**config.mk**
```make
export PLATFORM = sky130hd
export DESIGN_NAME = irs_top
export DESIGN_NICKNAME = d
export VERILOG_FILES = /design/src/verilog/irs_pkg.sv /design/src/verilog/irs_top.sv /design/src/verilog/irs_sync.sv /design/src/verilog/irs_route.sv
export VERILOG_INCLUDE_DIRS = /design/src /design/src/verilog
export SDC_FILE = /design/constraint.sdc
export NUM_CORES = 1
export LEC_CHECK = 0
export CAP_MARGIN = 0
export CORE_MARGIN = 2
export CORE_UTILIZATION = 68
export CTS_CLUSTER_DIAMETER = 60
export DETAILED_ROUTE_END_ITERATION = 7
export DONT_BUFFER_PORTS = 1
export PLACE_DENSITY = 0.84
export SYNTH_ARGS = -nofsm -noshare
export SYNTH_HDL_FRONTEND = slang
export SYNTH_SLANG_ARGS = --single-unit
```
**constraint.sdc**
```tcl
create_clock -name core_clk -period 4.9 [get_ports core_clk]
set_input_delay 0 -clock core_clk [delete_from_list [all_inputs] [get_ports core_clk]]
set_output_delay 0 -clock core_clk [all_outputs]
set_load 0.05 [all_outputs]
```
**src/verilog/irs_consts.svh**
```systemverilog
// Constants for the interrupt routing and status block
`ifndef IRS_CONSTS_SVH
`define IRS_CONSTS_SVH
`define IRS_ADDR_W 4
`define IRS_DATA_W 32
`define IRS_OFS_RAW 4'h0
`define IRS_OFS_GATE0 4'h1
`define IRS_OFS_CAUSE0 4'h2
`define IRS_OFS_GATE1 4'h3
`define IRS_OFS_CAUSE1 4'h4
`define IRS_OFS_PGATE 4'h5
`define IRS_OFS_PCAUSE 4'h6
`define IRS_OFS_SRCEN 4'h7
`define IRS_OFS_SELLO 4'h8
`define IRS_OFS_SELHI 4'h9
`define IRS_OFS_POL 4'hA
`define IRS_OFS_STAT 4'hB
`define IRS_OFS_MASK 4'hC
`define IRS_SRC_MASK 32'h1A33_FBCD
`define IRS_BIT_PIN 0
`define IRS_GATE_BIT 0
`define IRS_DST_LINE_A 2'h0
`define IRS_DST_LINE_B 2'h1
`define IRS_DST_PIN 2'h2
`define IRS_RST_WORD 32'h0000_0000
`define IRS_EV_A 0
`define IRS_EV_B 1
`define IRS_EV_P 2
`endif

```
**src/verilog/irs_pkg.sv**
```systemverilog
// Types shared by the interrupt routing and status block
package irs_pkg;
    typedef struct packed {
        logic [3:0] addr;
        logic [31:0] wdata;
        logic wr;
        logic rd;
    } irs_req_s;
    typedef struct packed {
        logic line_a;
        logic line_b;
        logic pin;
    } irs_lines_s;
endpackage

```
**src/verilog/irs_top.sv**
```systemverilog
// Interrupt routing status: raw view, cause views and output gates
// How it works
// - Raw view register shows live, unlatched, active-high source levels.
// - Pin input bit 0 is polarity corrected before the raw view.
// - Management sources at bits 28 and 27, check_source_a check at 25.
// - Inject ready sources at 21,20; extract ready at 17,16.
// - Analyzer 15, port aggregate 14, serial pin 13, pin 12, two-wire 11.
// - Timers at 9, 8, 7; serial port at 6.
// - Software sources at 3 and 2, pin input at 0; rest zero.
// - Per processor line, a read-only cause register of contributing sources.
// - Bit-0 gates for both lines and pin output, reset zero.
// - Two-bit selector routes each source: 0 line A, 1 line B, 2 pin.
// - Per-source enable, reset zero, gates propagation.
// - Pin polarity corrected at the edge; everything inside is active high.
//
// Our own choices: the placing of the registers and the plain strobed port.
`timescale 1ns/1ns
`include "irs_consts.svh"
module irs_top (
    input wire logic core_clk,
    input wire logic rst,
    input wire logic [3:0] addr,
    input wire logic [31:0] wdata,
    input wire logic wr_stb,
    input wire logic rd_stb,
    output logic [31:0] rdata,
    input wire logic [31:0] src_in,
    input wire logic external_pin_interrupt,
    output logic processor_line_a,
    output logic processor_line_b,
    output logic pin_line_out,
    output logic pin_line_oe,
    output logic event_irq
);
    irs_pkg::irs_req_s req;
    irs_pkg::irs_lines_s lines;
    logic [31:0] src_sync;
    logic [31:0] src_level_view;
    logic [31:0] cause_a, cause_b, cause_p;
    logic gate_a_q, gate_b_q, gate_p_q;
    logic external_pin_polarity_q;
    logic [31:0] per_source_enable_q;
    logic [63:0] destination_select_q;
    logic [2:0] stat_q, mask_q;
    logic [2:0] lines_vec, lines_prev_q, ev_rise;
    logic [31:0] rdata_q;

    assign req = '{addr: addr, wdata: wdata, wr: wr_stb, rd: rd_stb};

    // Pin sources come from other domains
    irs_sync #(.W(32)) u_sync (
        .core_clk(core_clk),
        .rst(rst),
        .din({src_in[31:1], external_pin_interrupt}),
        .dout(src_sync)
    );

    always_comb
    begin
        src_level_view = src_sync
            & `IRS_SRC_MASK;
        // Pin active low when polarity is zero
        src_level_view[`IRS_BIT_PIN] =
            src_sync[`IRS_BIT_PIN] ~^ external_pin_polarity_q;
    end

    irs_route u_route (
        .pend(src_level_view),
        .src_en(per_source_enable_q),
        .sel(destination_select_q),
        .cause_a(cause_a),
        .cause_b(cause_b),
        .cause_p(cause_p)
    );

    // Gated outputs
    assign lines.line_a = gate_a_q & (|cause_a);
    assign lines.line_b = gate_b_q & (|cause_b);
    assign lines.pin = gate_p_q & (|cause_p);
    assign processor_line_a = lines.line_a;
    assign processor_line_b = lines.line_b;
    // Pin drives at configured polarity, only while active
    assign pin_line_out = ~(lines.pin ^ external_pin_polarity_q);
    assign pin_line_oe = lines.pin;

    always_ff @(posedge core_clk)
    begin
        if (rst)
        begin
            gate_a_q <= 1'b0;
            gate_b_q <= 1'b0;
            gate_p_q <= 1'b0;
        end
        else if (req.wr)
        begin
            case (req.addr)
                `IRS_OFS_GATE0: gate_a_q <= req.wdata[`IRS_GATE_BIT];
                `IRS_OFS_GATE1: gate_b_q <= req.wdata[`IRS_GATE_BIT];
                `IRS_OFS_PGATE: gate_p_q <= req.wdata[`IRS_GATE_BIT];
                default: ;
            endcase
        end
    end

    always_ff @(posedge core_clk)
    begin
        if (rst)
        begin
            per_source_enable_q <= `IRS_RST_WORD;
            destination_select_q <= '0;
            external_pin_polarity_q <= 1'b0;
        end
        else if (req.wr)
        begin
            case (req.addr)
                `IRS_OFS_SRCEN:
                    per_source_enable_q <= req.wdata & `IRS_SRC_MASK;
                `IRS_OFS_SELLO:
                    destination_select_q[31:0] <= req.wdata;
                `IRS_OFS_SELHI:
                    destination_select_q[63:32] <= req.wdata;
                `IRS_OFS_POL:
                    external_pin_polarity_q <= req.wdata[`IRS_BIT_PIN];
                default: ;
            endcase
        end
    end

    // Rising edges of each output line are the sticky events
    assign lines_vec = {lines.pin, lines.line_b, lines.line_a};
    assign ev_rise = lines_vec & ~lines_prev_q;

    always_ff @(posedge core_clk)
    begin
        if (rst)
            lines_prev_q <= '0;
        else
            lines_prev_q <= lines_vec;
    end

    // Set wins over a same-cycle write-one clear
    always_ff @(posedge core_clk)
    begin
        if (rst)
            stat_q <= '0;
        else if (req.wr && req.addr == `IRS_OFS_STAT)
            stat_q <= (stat_q & ~req.wdata[2:0]) | ev_rise;
        else
            stat_q <= stat_q | ev_rise;
    end

    always_ff @(posedge core_clk)
    begin
        if (rst)
            mask_q <= '0;
        else if (req.wr && req.addr == `IRS_OFS_MASK)
            mask_q <= req.wdata[2:0];
    end

    assign event_irq = |(stat_q & mask_q);

    // Read data valid the cycle after the strobe only
    always_ff @(posedge core_clk)
    begin
        if (rst)
            rdata_q <= '0;
        else if (req.rd)
        begin
            case (req.addr)
                `IRS_OFS_RAW: rdata_q <= src_level_view;
                `IRS_OFS_GATE0: rdata_q <= {31'h0, gate_a_q};
                `IRS_OFS_CAUSE0: rdata_q <= cause_a;
                `IRS_OFS_GATE1: rdata_q <= {31'h0, gate_b_q};
                `IRS_OFS_CAUSE1: rdata_q <= cause_b;
                `IRS_OFS_PGATE: rdata_q <= {31'h0, gate_p_q};
                `IRS_OFS_PCAUSE: rdata_q <= cause_p;
                `IRS_OFS_SRCEN: rdata_q <= per_source_enable_q;
                `IRS_OFS_SELLO: rdata_q <= destination_select_q[31:0];
                `IRS_OFS_SELHI: rdata_q <= destination_select_q[63:32];
                `IRS_OFS_POL: rdata_q <= {31'h0, external_pin_polarity_q};
                `IRS_OFS_STAT: rdata_q <= {29'h0, stat_q};
                `IRS_OFS_MASK: rdata_q <= {29'h0, mask_q};
                default: rdata_q <= '0;
            endcase
        end
        else
            rdata_q <= '0;
    end
    assign rdata = rdata_q;

    // Gates: a cleared gate must silence its line whatever the causes
    line_a_gate_a: assert property (
        @(posedge core_clk) disable iff (rst)
        !gate_a_q |-> !processor_line_a)
        else $error("line A high while gate off");

    line_b_gate_a: assert property (
        @(posedge core_clk) disable iff (rst)
        !gate_b_q |-> !processor_line_b)
        else $error("line B high while gate off");

    pin_gate_a: assert property (
        @(posedge core_clk) disable iff (rst)
        !gate_p_q |-> !pin_line_oe)
        else $error("pin driven while gate off");

    gate_reset_a: assert property (
        @(posedge core_clk) disable iff (rst)
        $past(rst) |-> !gate_a_q && !gate_b_q && !gate_p_q)
        else $error("gate not cleared by reset");

    gate_read_a: assert property (
        @(posedge core_clk) disable iff (rst)
        rd_stb && addr == `IRS_OFS_GATE0
            |=> rdata == {31'h0, $past(gate_a_q)})
        else $error("gate read wrong");

    // Lines are combinational, so they follow the cause in the same cycle
    line_a_cause_a: assert property (
        @(posedge core_clk) disable iff (rst)
        processor_line_a == (gate_a_q && cause_a != 0))
        else $error("line A disagrees with cause");

    line_b_cause_a: assert property (
        @(posedge core_clk) disable iff (rst)
        processor_line_b == (gate_b_q && cause_b != 0))
        else $error("line B disagrees with cause");

    pin_cause_a: assert property (
        @(posedge core_clk) disable iff (rst)
        pin_line_oe == (gate_p_q && cause_p != 0))
        else $error("pin drive disagrees with cause");

    pin_drive_a: assert property (
        @(posedge core_clk) disable iff (rst)
        pin_line_oe |-> pin_line_out == external_pin_polarity_q)
        else $error("pin driven at wrong level");

    pin_pol_a: assert property (
        @(posedge core_clk) disable iff (rst)
        src_level_view[0] == (src_sync[0] ~^ external_pin_polarity_q))
        else $error("pin polarity wrong");

    // Cause bits need a live, enabled source routed to one place only
    cause_live_a: assert property (
        @(posedge core_clk) disable iff (rst)
        ((cause_a | cause_b | cause_p) & ~src_level_view) == 0)
        else $error("cause from idle source");

    cause_enable_a: assert property (
        @(posedge core_clk) disable iff (rst)
        ((cause_a | cause_b | cause_p) & ~per_source_enable_q) == 0)
        else $error("cause from disabled source");

    srcen_reset_a: assert property (
        @(posedge core_clk) disable iff (rst)
        $past(rst) |-> per_source_enable_q == `IRS_RST_WORD)
        else $error("source enable not cleared by reset");

    srcen_rsvd_a: assert property (
        @(posedge core_clk) disable iff (rst)
        (per_source_enable_q & ~`IRS_SRC_MASK) == 0)
        else $error("reserved enable bit set");

    cause_excl_a: assert property (
        @(posedge core_clk) disable iff (rst)
        (cause_a & cause_b) == 0)
        else $error("source routed to two lines");

    cause_pin_excl_a: assert property (
        @(posedge core_clk) disable iff (rst)
        ((cause_a | cause_b) & cause_p) == 0)
        else $error("source routed to line and pin");

    // Read data is one cycle late, so compare against last cycle's view
    raw_rsvd_a: assert property (
        @(posedge core_clk) disable iff (rst)
        (src_level_view & ~`IRS_SRC_MASK) == 0)
        else $error("reserved raw bit set");

    raw_live_a: assert property (
        @(posedge core_clk) disable iff (rst)
        rd_stb && addr == `IRS_OFS_RAW
            |=> rdata == $past(src_level_view))
        else $error("raw read wrong");

    cause_read_a: assert property (
        @(posedge core_clk) disable iff (rst)
        rd_stb && addr == `IRS_OFS_CAUSE0
            |=> rdata == $past(cause_a))
        else $error("cause read wrong");

    cause_b_read_a: assert property (
        @(posedge core_clk) disable iff (rst)
        rd_stb && addr == `IRS_OFS_CAUSE1
            |=> rdata == $past(cause_b))
        else $error("line B cause read wrong");

    pin_cause_read_a: assert property (
        @(posedge core_clk) disable iff (rst)
        rd_stb && addr == `IRS_OFS_PCAUSE
            |=> rdata == $past(cause_p))
        else $error("pin cause read wrong");

    srcen_read_a: assert property (
        @(posedge core_clk) disable iff (rst)
        rd_stb && addr == `IRS_OFS_SRCEN
            |=> rdata == $past(per_source_enable_q))
        else $error("source enable read wrong");

    cov_line_a: cover property (@(posedge core_clk) processor_line_a);
    cov_line_b: cover property (@(posedge core_clk) processor_line_b);
    cov_pin: cover property (@(posedge core_clk) pin_line_oe);
    cov_irq: cover property (@(posedge core_clk) event_irq);
    cov_pin_low: cover property (
        @(posedge core_clk) pin_line_oe && !pin_line_out);
endmodule // irs_top

```
**src/verilog/irs_sync.sv**
```systemverilog
// Two-flop synchroniser for a vector of pin inputs
`timescale 1ns/1ns
module irs_sync #(
    parameter int W = 32
) (
    input wire logic core_clk,
    input wire logic rst,
    input wire logic [W-1:0] din,
    output logic [W-1:0] dout
);
    logic [W-1:0] meta_q;
    always_ff @(posedge core_clk)
    begin
        if (rst)
        begin
            meta_q <= '0;
            dout <= '0;
        end
        else
        begin
            meta_q <= din;
            dout <= meta_q;
        end
    end
endmodule // irs_sync

```
**src/verilog/irs_route.sv**
```systemverilog
// Per-destination cause vectors from pending, enable and selector
`timescale 1ns/1ns
`include "irs_consts.svh"
module irs_route (
    input wire logic [31:0] pend,
    input wire logic [31:0] src_en,
    input wire logic [63:0] sel,
    output logic [31:0] cause_a,
    output logic [31:0] cause_b,
    output logic [31:0] cause_p
);
    function automatic logic [31:0] match(input logic [63:0] s,
                                          input logic [1:0] d);
        logic [31:0] m;
        m = '0;
        for (int i = 0; i < 32; i++)
            m[i] = (s[2*i +: 2] == d);
        return m;
    endfunction
    always_comb
    begin
        // Cause bit: pending and enabled and routed here
        cause_a = pend & src_en & match(sel, `IRS_DST_LINE_A)
            & `IRS_SRC_MASK;
        cause_b = pend & src_en & match(sel, `IRS_DST_LINE_B)
            & `IRS_SRC_MASK;
        cause_p = pend & src_en & match(sel, `IRS_DST_PIN)
            & `IRS_SRC_MASK;
    end
endmodule // irs_route

```
==> results of run 1 <==
layout make-up:
| class | count | share of cell area [%] |
|---|---|---|
| Timing Repair Buffer | 78 | 9.38 |
| Inverter | 10 | 0.452 |
| Clock buffer | 22 | 5.46 |
| Antenna cell | 1 | 0.0302 |
| Clock inverter | 10 | 2.05 |
| Sequential cell | 166 | 40.0 |
| Multi-Input combinational cell | 600 | 40.6 |
| Tap cell | 133 | 2.01 |
sequential cells by signal, indices dropped and copies added (netlist names):
| name | flops |
|---|---|
| gate_a_q | 1 |
| external_pin_polarity_q | 1 |
| stat_q | 3 |
| per_source_enable_q | 19 |
| u_sync.meta_q | 19 |
| u_sync.dout | 19 |
| destination_select_q | 64 |
| mask_q | 3 |
| gate_b_q | 1 |
| lines_prev_q | 3 |
| rdata | 32 |
| gate_p_q | 1 |
cells in the mapped netlist, types with 11 or more instances:
cell / number
nand2_1: 215
dfxtp_1: 166
a21oi_1: 93
clkbuf_1: 48
nor2b_1: 42
nor2_1: 40
a22oi_1: 23
a31oi_1: 17
nand4b_1: 16
o21ai_0: 16
a221oi_1: 11
power by group through the flow:
stage | clock (mW) | sequential [mW] | combinational (mW)
2_1_floorplan | 0 | 1.42 | 0.0789
3_3_place_gp | 0 | 1.42 | 0.0714
3_5_place_dp | 0 | 1.43 | 0.0739
4_1_cts | 1.40 | 1.40 | 0.147
5_1_grt | 1.48 | 1.40 | 0.164
6_report | 1.43 | 1.40 | 0.157
cells by family after synthesis:
kind of cell              after synthesis  synth area share (%)
and+or+nand+nor                       391                  28.2
AOI/OAI and AO/OA                     198                  18.2
DFF                                   166                  47.9
buffers and inverters                  68                  3.95
muxes                                   9                  1.50
xor gates and xnor gates                2                 0.252
final timing paths:
kind,start,endpoint,slack (ps),cells past startpoint
worst min register to register,lines_prev_q[0],stat_q[0],430,1
worst min-delay path,addr[2],rdata[4],40,4
worst max-delay path,addr[0],per_source_enable_q[9],1780,6
worst max register to register,destination_select_q[6],stat_q[2],2770,4
metal layers:
| layer | global-route usage [%] | wire length, µm | vias to the layer above |
|---|---|---|---|
| met3 | 13.2 | 3470 | 182 |
| met4 | 27.7 | 1470 | 0 |
| met5 | 0 | 0 | - |
| met1 | 55.2 | 8710 | 3316 |
| met2 | 70.5 | 11400 | 723 |
| li1 | - | - | 3016 |
metrics by stage:
step	instances	hold slack, ps	area (µm²)	power [mW]
after floorplan	834	128	6940	1.50
after global placement	917	78.7	6950	1.50
after detailed placement	917	82.9	6950	1.50
after CTS	1019	6.31	8300	2.94
after global routing	1020	21.0	8300	3.04
final	1020	35.3	8300	2.98
critical path: cells and delay by family:
kind | cells | cell delay (ps)
compound gates | 1 | 150
buf+inv | 1 | 890
simple gates | 4 | 2450
==> qor.txt, run 1 <==
TritonCTS clock tree - built
Peak supply drop - 0.271 mV
Layout fillers - 522
Psw - 683 µW
Slowest stage delay, CP - 920 ps
Endpoints failing setup - 0
Period Utilization, post-route - 63.8%
Net Sw Frac - 22.9%
Worst setup margin - 1780 ps
DRT iter0 DRCs - 1270
Cell Pwr Density - 359 nW/µm²
FFs w/ async S/R, synth - 0%
Cell mode on critical path - nand2_1
Critical-path top delay cell - nor2_2
Via count - 7237
Die Footprint - 11000 µm²
Final worst path period need - 3120 ps
Longest Clk Path Bufs - 2
Crit-path max FO - 20
Commonest non-fill, non-tap cells in the layout - nand2_1 (215), dfxtp_1 (166), a21oi_1 (93)
CTS Buf Count - 17
CP Cell Sequence - dlygate4sd3_1, nand2_1, nor2_2, nand2_1, nand2_1, a21oi_1
Cells after synthesis - 834
Final Util - 84.5%
Total GRT Usage - 45.3%
Post-Route WL - 25.0 mm
DRC violations left - 0
Syn Area/Cell - 8.32 µm²
First-pass GRT wire length - 38.6 mm
Clk sinks - 166
Final net count - 946
Core area - 9820 µm²
Io pins - 110
Setup bufs post-CTS - 0
Gp weighted congestion - 0.932
Final Skew - 10.4 ps
Final hold vios - 0
TNS Setup - 0 ps
Area growth from synthesis to layout - 19.6%
Crit path DAT - 3500 ps
Antenna-violating nets left - 0
Die span in y - 105 µm
Initial core utilization - 70.7%
DR WL/cell - 24.5 µm
Fraction of layout cells with a size suffix above 1 - 5.42%
Avg Vias per Cell - 7.10
Largest net degree at the start of global routing - 137
Top post-synthesis cells by area - dfxtp_1 (48%), nand2_1 (12%), a21oi_1 (6.7%)
CTS root buf - clkbuf_8
PostCTS Resize Cnt - 0
#FFs+latches synth - 166
Detailed Place HPWL - 13.6 mm
Die width - 105 µm
Top cell type's share of synthesized area - 47.9%
Count of input and output buffers - 0
Yosys cell types - 58
Clock Pin Slew Worst Setup and Hold Paths - 70 ps
Critical path class - primary input to register
Outcome - finished, final reports clean
WP data required - 5280 ps
Fmax - 320 MHz
Synth Warn # - 0
RSZ-0062 raised after global routing - no
Worst-margin pin slew - 1190 ps
Pre-CTS setup slack - 2430 ps
Antenna violations before repair - 2
Post-synth EDFFs - 0
Vias in the first global route - 7176
Grt total ovfl - 0
Hold buffer count at CTS - 70
Final Max Tran Viols - 0
# rows - 36
Sequential power share - 46.9%
Int Pwr - 2.30 mW
Clk Latency, worst-skew pair - 530 ps
CP Capture Type - register
Clock share of power - 47.8%
LEAKAGE - 2.78 nW
CP startpoint kind - primary input
Hold crit path type - primary input to register
Max-cap violations - 0
Area occupied by multi-input gates - 3370 µm²
Register area share after synthesis - 47.9%
Synth area leader - dfxtp_1
Reg area - 3320 µm²
H-tree Lvls - 4
Ys flop type - dfxtp_1
Most common cell after layout, fill and taps aside - nand2_1
Net Count, Synth - 907
Post-synthesis cell area - 6940 µm²
Slew HR - 20.5%
DRT Pass-1 Iters - 7
Power share of the combinational group - 5.3%
Power figures use the tool's default switching activity.
==> run 2, diff against run 1 <==
--- a/config.mk
+++ b/config.mk
@@ -8,11 +8,11 @@
 export LEC_CHECK = 0
 export CAP_MARGIN = 0
 export CORE_MARGIN = 2
-export CORE_UTILIZATION = 68
+export CORE_UTILIZATION = 63
 export CTS_CLUSTER_DIAMETER = 60
 export DETAILED_ROUTE_END_ITERATION = 7
 export DONT_BUFFER_PORTS = 1
-export PLACE_DENSITY = 0.84
+export PLACE_DENSITY = 0.79
 export SYNTH_ARGS = -nofsm -noshare
 export SYNTH_HDL_FRONTEND = slang
 export SYNTH_SLANG_ARGS = --single-unit
==> constraint.sdc (replaced) <==
create_clock -name core_clk -period 3.1 [get_ports core_clk]
set_input_delay 0 -clock core_clk [delete_from_list [all_inputs] [get_ports core_clk]]
set_output_delay 0 -clock core_clk [all_outputs]
set_load 0.05 [all_outputs]
==> qor.txt, run 2 (synthesized netlist as in run 1, its figures left out) <==
CP startpoint kind - primary input (unchanged)
LEAKAGE - 2.80 nW (was 2.78 nW)
Largest net degree at the start of global routing - 137 (unchanged)
Commonest non-fill, non-tap cells in the layout - nand2_1 (215), dfxtp_1 (166), a21oi_1 (93) (unchanged)
Power share of the combinational group - 5.5% (was 5.3%)
CTS Buf Count - 17 (unchanged)
Fmax - 339 MHz
Pre-CTS setup slack - 1070 ps (was 2430 ps)
Slew HR - 27.7% (was 20.5%)
Cell Pwr Density - 542 nW/µm² (was 359 nW/µm²)
Final Skew - 7.91 ps (was 10.4 ps)
Post-Route WL - 23.0 mm (was 25.0 mm)
Worst reg-to-reg path cell count - 5 (was 4)
Die width - 109 µm (was 105 µm)
Hold Path Origin - addr[2] (unchanged)
Clk sinks - 166 (unchanged)
RSZ-0062 raised after global routing - no (unchanged)
Antenna-violating nets left - 0 (unchanged)
Worst-margin pin slew - 1080 ps (was 1190 ps)
Hold endpoint - rdata[5] (was rdata[4])
Setup bufs post-CTS - 0 (unchanged)
Outcome - finished, final reports clean (unchanged)
DRT Pass-1 Iters - 7 (unchanged)
Io pins - 110 (unchanged)
H-tree Lvls - 4 (unchanged)
Clk Latency, worst-skew pair - 540 ps (was 530 ps)
Final net count - 955 (was 946)
Slowest stage delay, CP - 790 ps (was 920 ps)
Cell mode on critical path - dlygate4sd3_1 (was nand2_1)
Via count - 6772 (was 7237)
Clock share of power - 45.6% (was 47.8%)
CP Cell Sequence - dlygate4sd3_1, nor4b_4, buf_4, and2_1, buf_4, nand2_1, dlygate4sd3_1, a21oi_1, dlygate4sd3_1 (was dlygate4sd3_1, nand2_1, nor2_2, nand2_1, nand2_1, a21oi_1)
Sequential power share - 49.0% (was 46.9%)
Hold crit path type - primary input to register (unchanged)
# rows - 38 (was 36)
Psw - 1.08 mW (was 683 µW)
Clock Pin Slew Worst Setup and Hold Paths - 70 ps (about the same)
DRT iter0 DRCs - 1079 (was 1270)
DRC violations left - 0 (unchanged)
Fraction of layout cells with a size suffix above 1 - 6.37% (was 5.42%)
Number of flip-flops in the largest register - 64 (unchanged)
Flop-to-flop setup slack - 1120 ps (was 2770 ps)
Count of input and output buffers - 0 (unchanged)
Int Pwr - 3.43 mW (was 2.30 mW)
Placed cell count - 933 (was 917)
CTS root buf - clkbuf_8 (unchanged)
Grt total ovfl - 0 (unchanged)
Endpoints failing setup - 0 (unchanged)
Crit path DAT - 3440 ps (was 3500 ps)
Worst R2R Start - destination_select_q[42] (was destination_select_q[6])
Final Max Tran Viols - 0 (unchanged)
Die Footprint - 11900 µm² (was 11000 µm²)
Critical path class - primary input to register (unchanged)
Avg Vias per Cell - 6.54 (was 7.10)
CP Capture Type - register (unchanged)
Initial core utilization - 64.3% (was 70.7%)
First-pass GRT wire length - 35.9 mm (was 38.6 mm)
Buffers and inverters on the worst path - 5 (was 1)
Final worst path period need - 2950 ps
TritonCTS clock tree - built (unchanged)
Core area - 10800 µm² (was 9820 µm²)
Antenna violations before repair - 1 (was 2)
Gp weighted congestion - 0.946 (was 0.932)
WP data required - 3590 ps (was 5280 ps)
Max-cap violations - 0 (unchanged)
Period Utilization, post-route - 95.2%
Final hold vios - 0 (unchanged)
Area growth from synthesis to layout - 19.9% (was 19.6%)
Die span in y - 109 µm (was 105 µm)
Critical-path top delay cell - dlygate4sd3_1 (was nor2_2)
TNS Setup - 0 ps (unchanged)
Most flops, register - destination_select_q (unchanged)
Final non-filler cell total - 1036 (was 1020)
Crit-path leading delay family - buffers and inverters (was simple AND/OR/NAND/NOR gates)
Worst setup margin - 149 ps (was 1780 ps)
Vias in the first global route - 6795 (was 7176)
DR WL/cell - 22.2 µm (was 24.5 µm)
Total GRT Usage - 40.3% (was 45.3%)
Longest Clk Path Bufs - 2 (unchanged)
Hold path depth - 4 (unchanged)
Reg-to-reg endpoint - stat_q[2] (unchanged)
Net Sw Frac - 23.9% (was 22.9%)
Most common cell after layout, fill and taps aside - nand2_1 (unchanged)
Peak supply drop - 0.703 mV (was 0.271 mV)
Crit-path max FO - 23 (was 20)
Detailed Place HPWL - 13.9 mm (was 13.6 mm)
Hold WS - 33.3 ps (was 35.3 ps)
==> run 2: cell count changes in the layout (fill, tap and decap cells not counted), moves of 2 or more <==
cell       before  now
buf_4           8   16
bufinv_16       4    2
clkbuf_8        3    1
clkinv_2        0    2
inv_6           1    3
==> run 2: how the worst max path moves through the flow <==
stage | cells past startpoint | slack, ps | startpoint | endpoint
after floorplan | 4 | 960 | destination_select_q[6] | pin_line_out
after global placement | 6 | 1060 | destination_select_q[14] | pin_line_out
after detailed placement | 6 | 1070 | destination_select_q[14] | pin_line_out
after CTS | 9 | 210 | addr[3] | destination_select_q[11]
after global routing | 9 | 80 | addr[1] | destination_select_q[11]
final | 9 | 150 | addr[1] | destination_select_q[11]
==> run 2: layer usage <==
layer  wire, µm  track usage (%)  vias to the layer above
li1           -                -                     3035
met3       2620             13.6                       74
met5          0                0                        -
met1       8570             48.7                     3190
met4        805             20.7                        0
met2      11000             63.8                      473
==> run 2: timing repair <==
item / 4_1_cts / 5_1_grt
hold buffers: 70 / 0
endpoints found under the hold margin: 157 / 0
setup endpoints to repair: 0 / 1
gates resized for setup: 0 / 1
==> run 2: power by group through the flow <==
| stage | registers (mW) | logic, mW | clock network [mW] |
|---|---|---|---|
| after floorplan | 2.24 | 0.125 | 0 |
| after global placement | 2.25 | 0.117 | 0 |
| after detailed placement | 2.25 | 0.121 | 0 |
| after CTS | 2.20 | 0.237 | 2.06 |
| after global routing | 2.21 | 0.264 | 2.16 |
| final | 2.21 | 0.248 | 2.05 |
==> run 2: layout make-up <==
type,count,area [µm²]
clock buffer,19,422
clock inverter,13,148
inverter,10,37.5
sequential,166,3320
antenna,1,2.50
multi-input combinational,600,3360
fill,738,2470
timing repair buffer,87,861
tap,140,175
==> run 2: worst min-delay path, stage by stage <==
cell	delay [ps]
nand2_1	70
o21ai_2	60
buf_4	250
nor2_1	140
==> run 2: through the flow <==
step           area [µm²]  utilization, %  total power, mW
5_1_grt              8320            77.1             4.63
2_1_floorplan        6940               -             2.36
6_report             8320            77.1             4.51
4_1_cts              8320            77.1             4.51
3_3_place_gp         7030            65.2             2.37
3_5_place_dp         7030            65.2             2.37
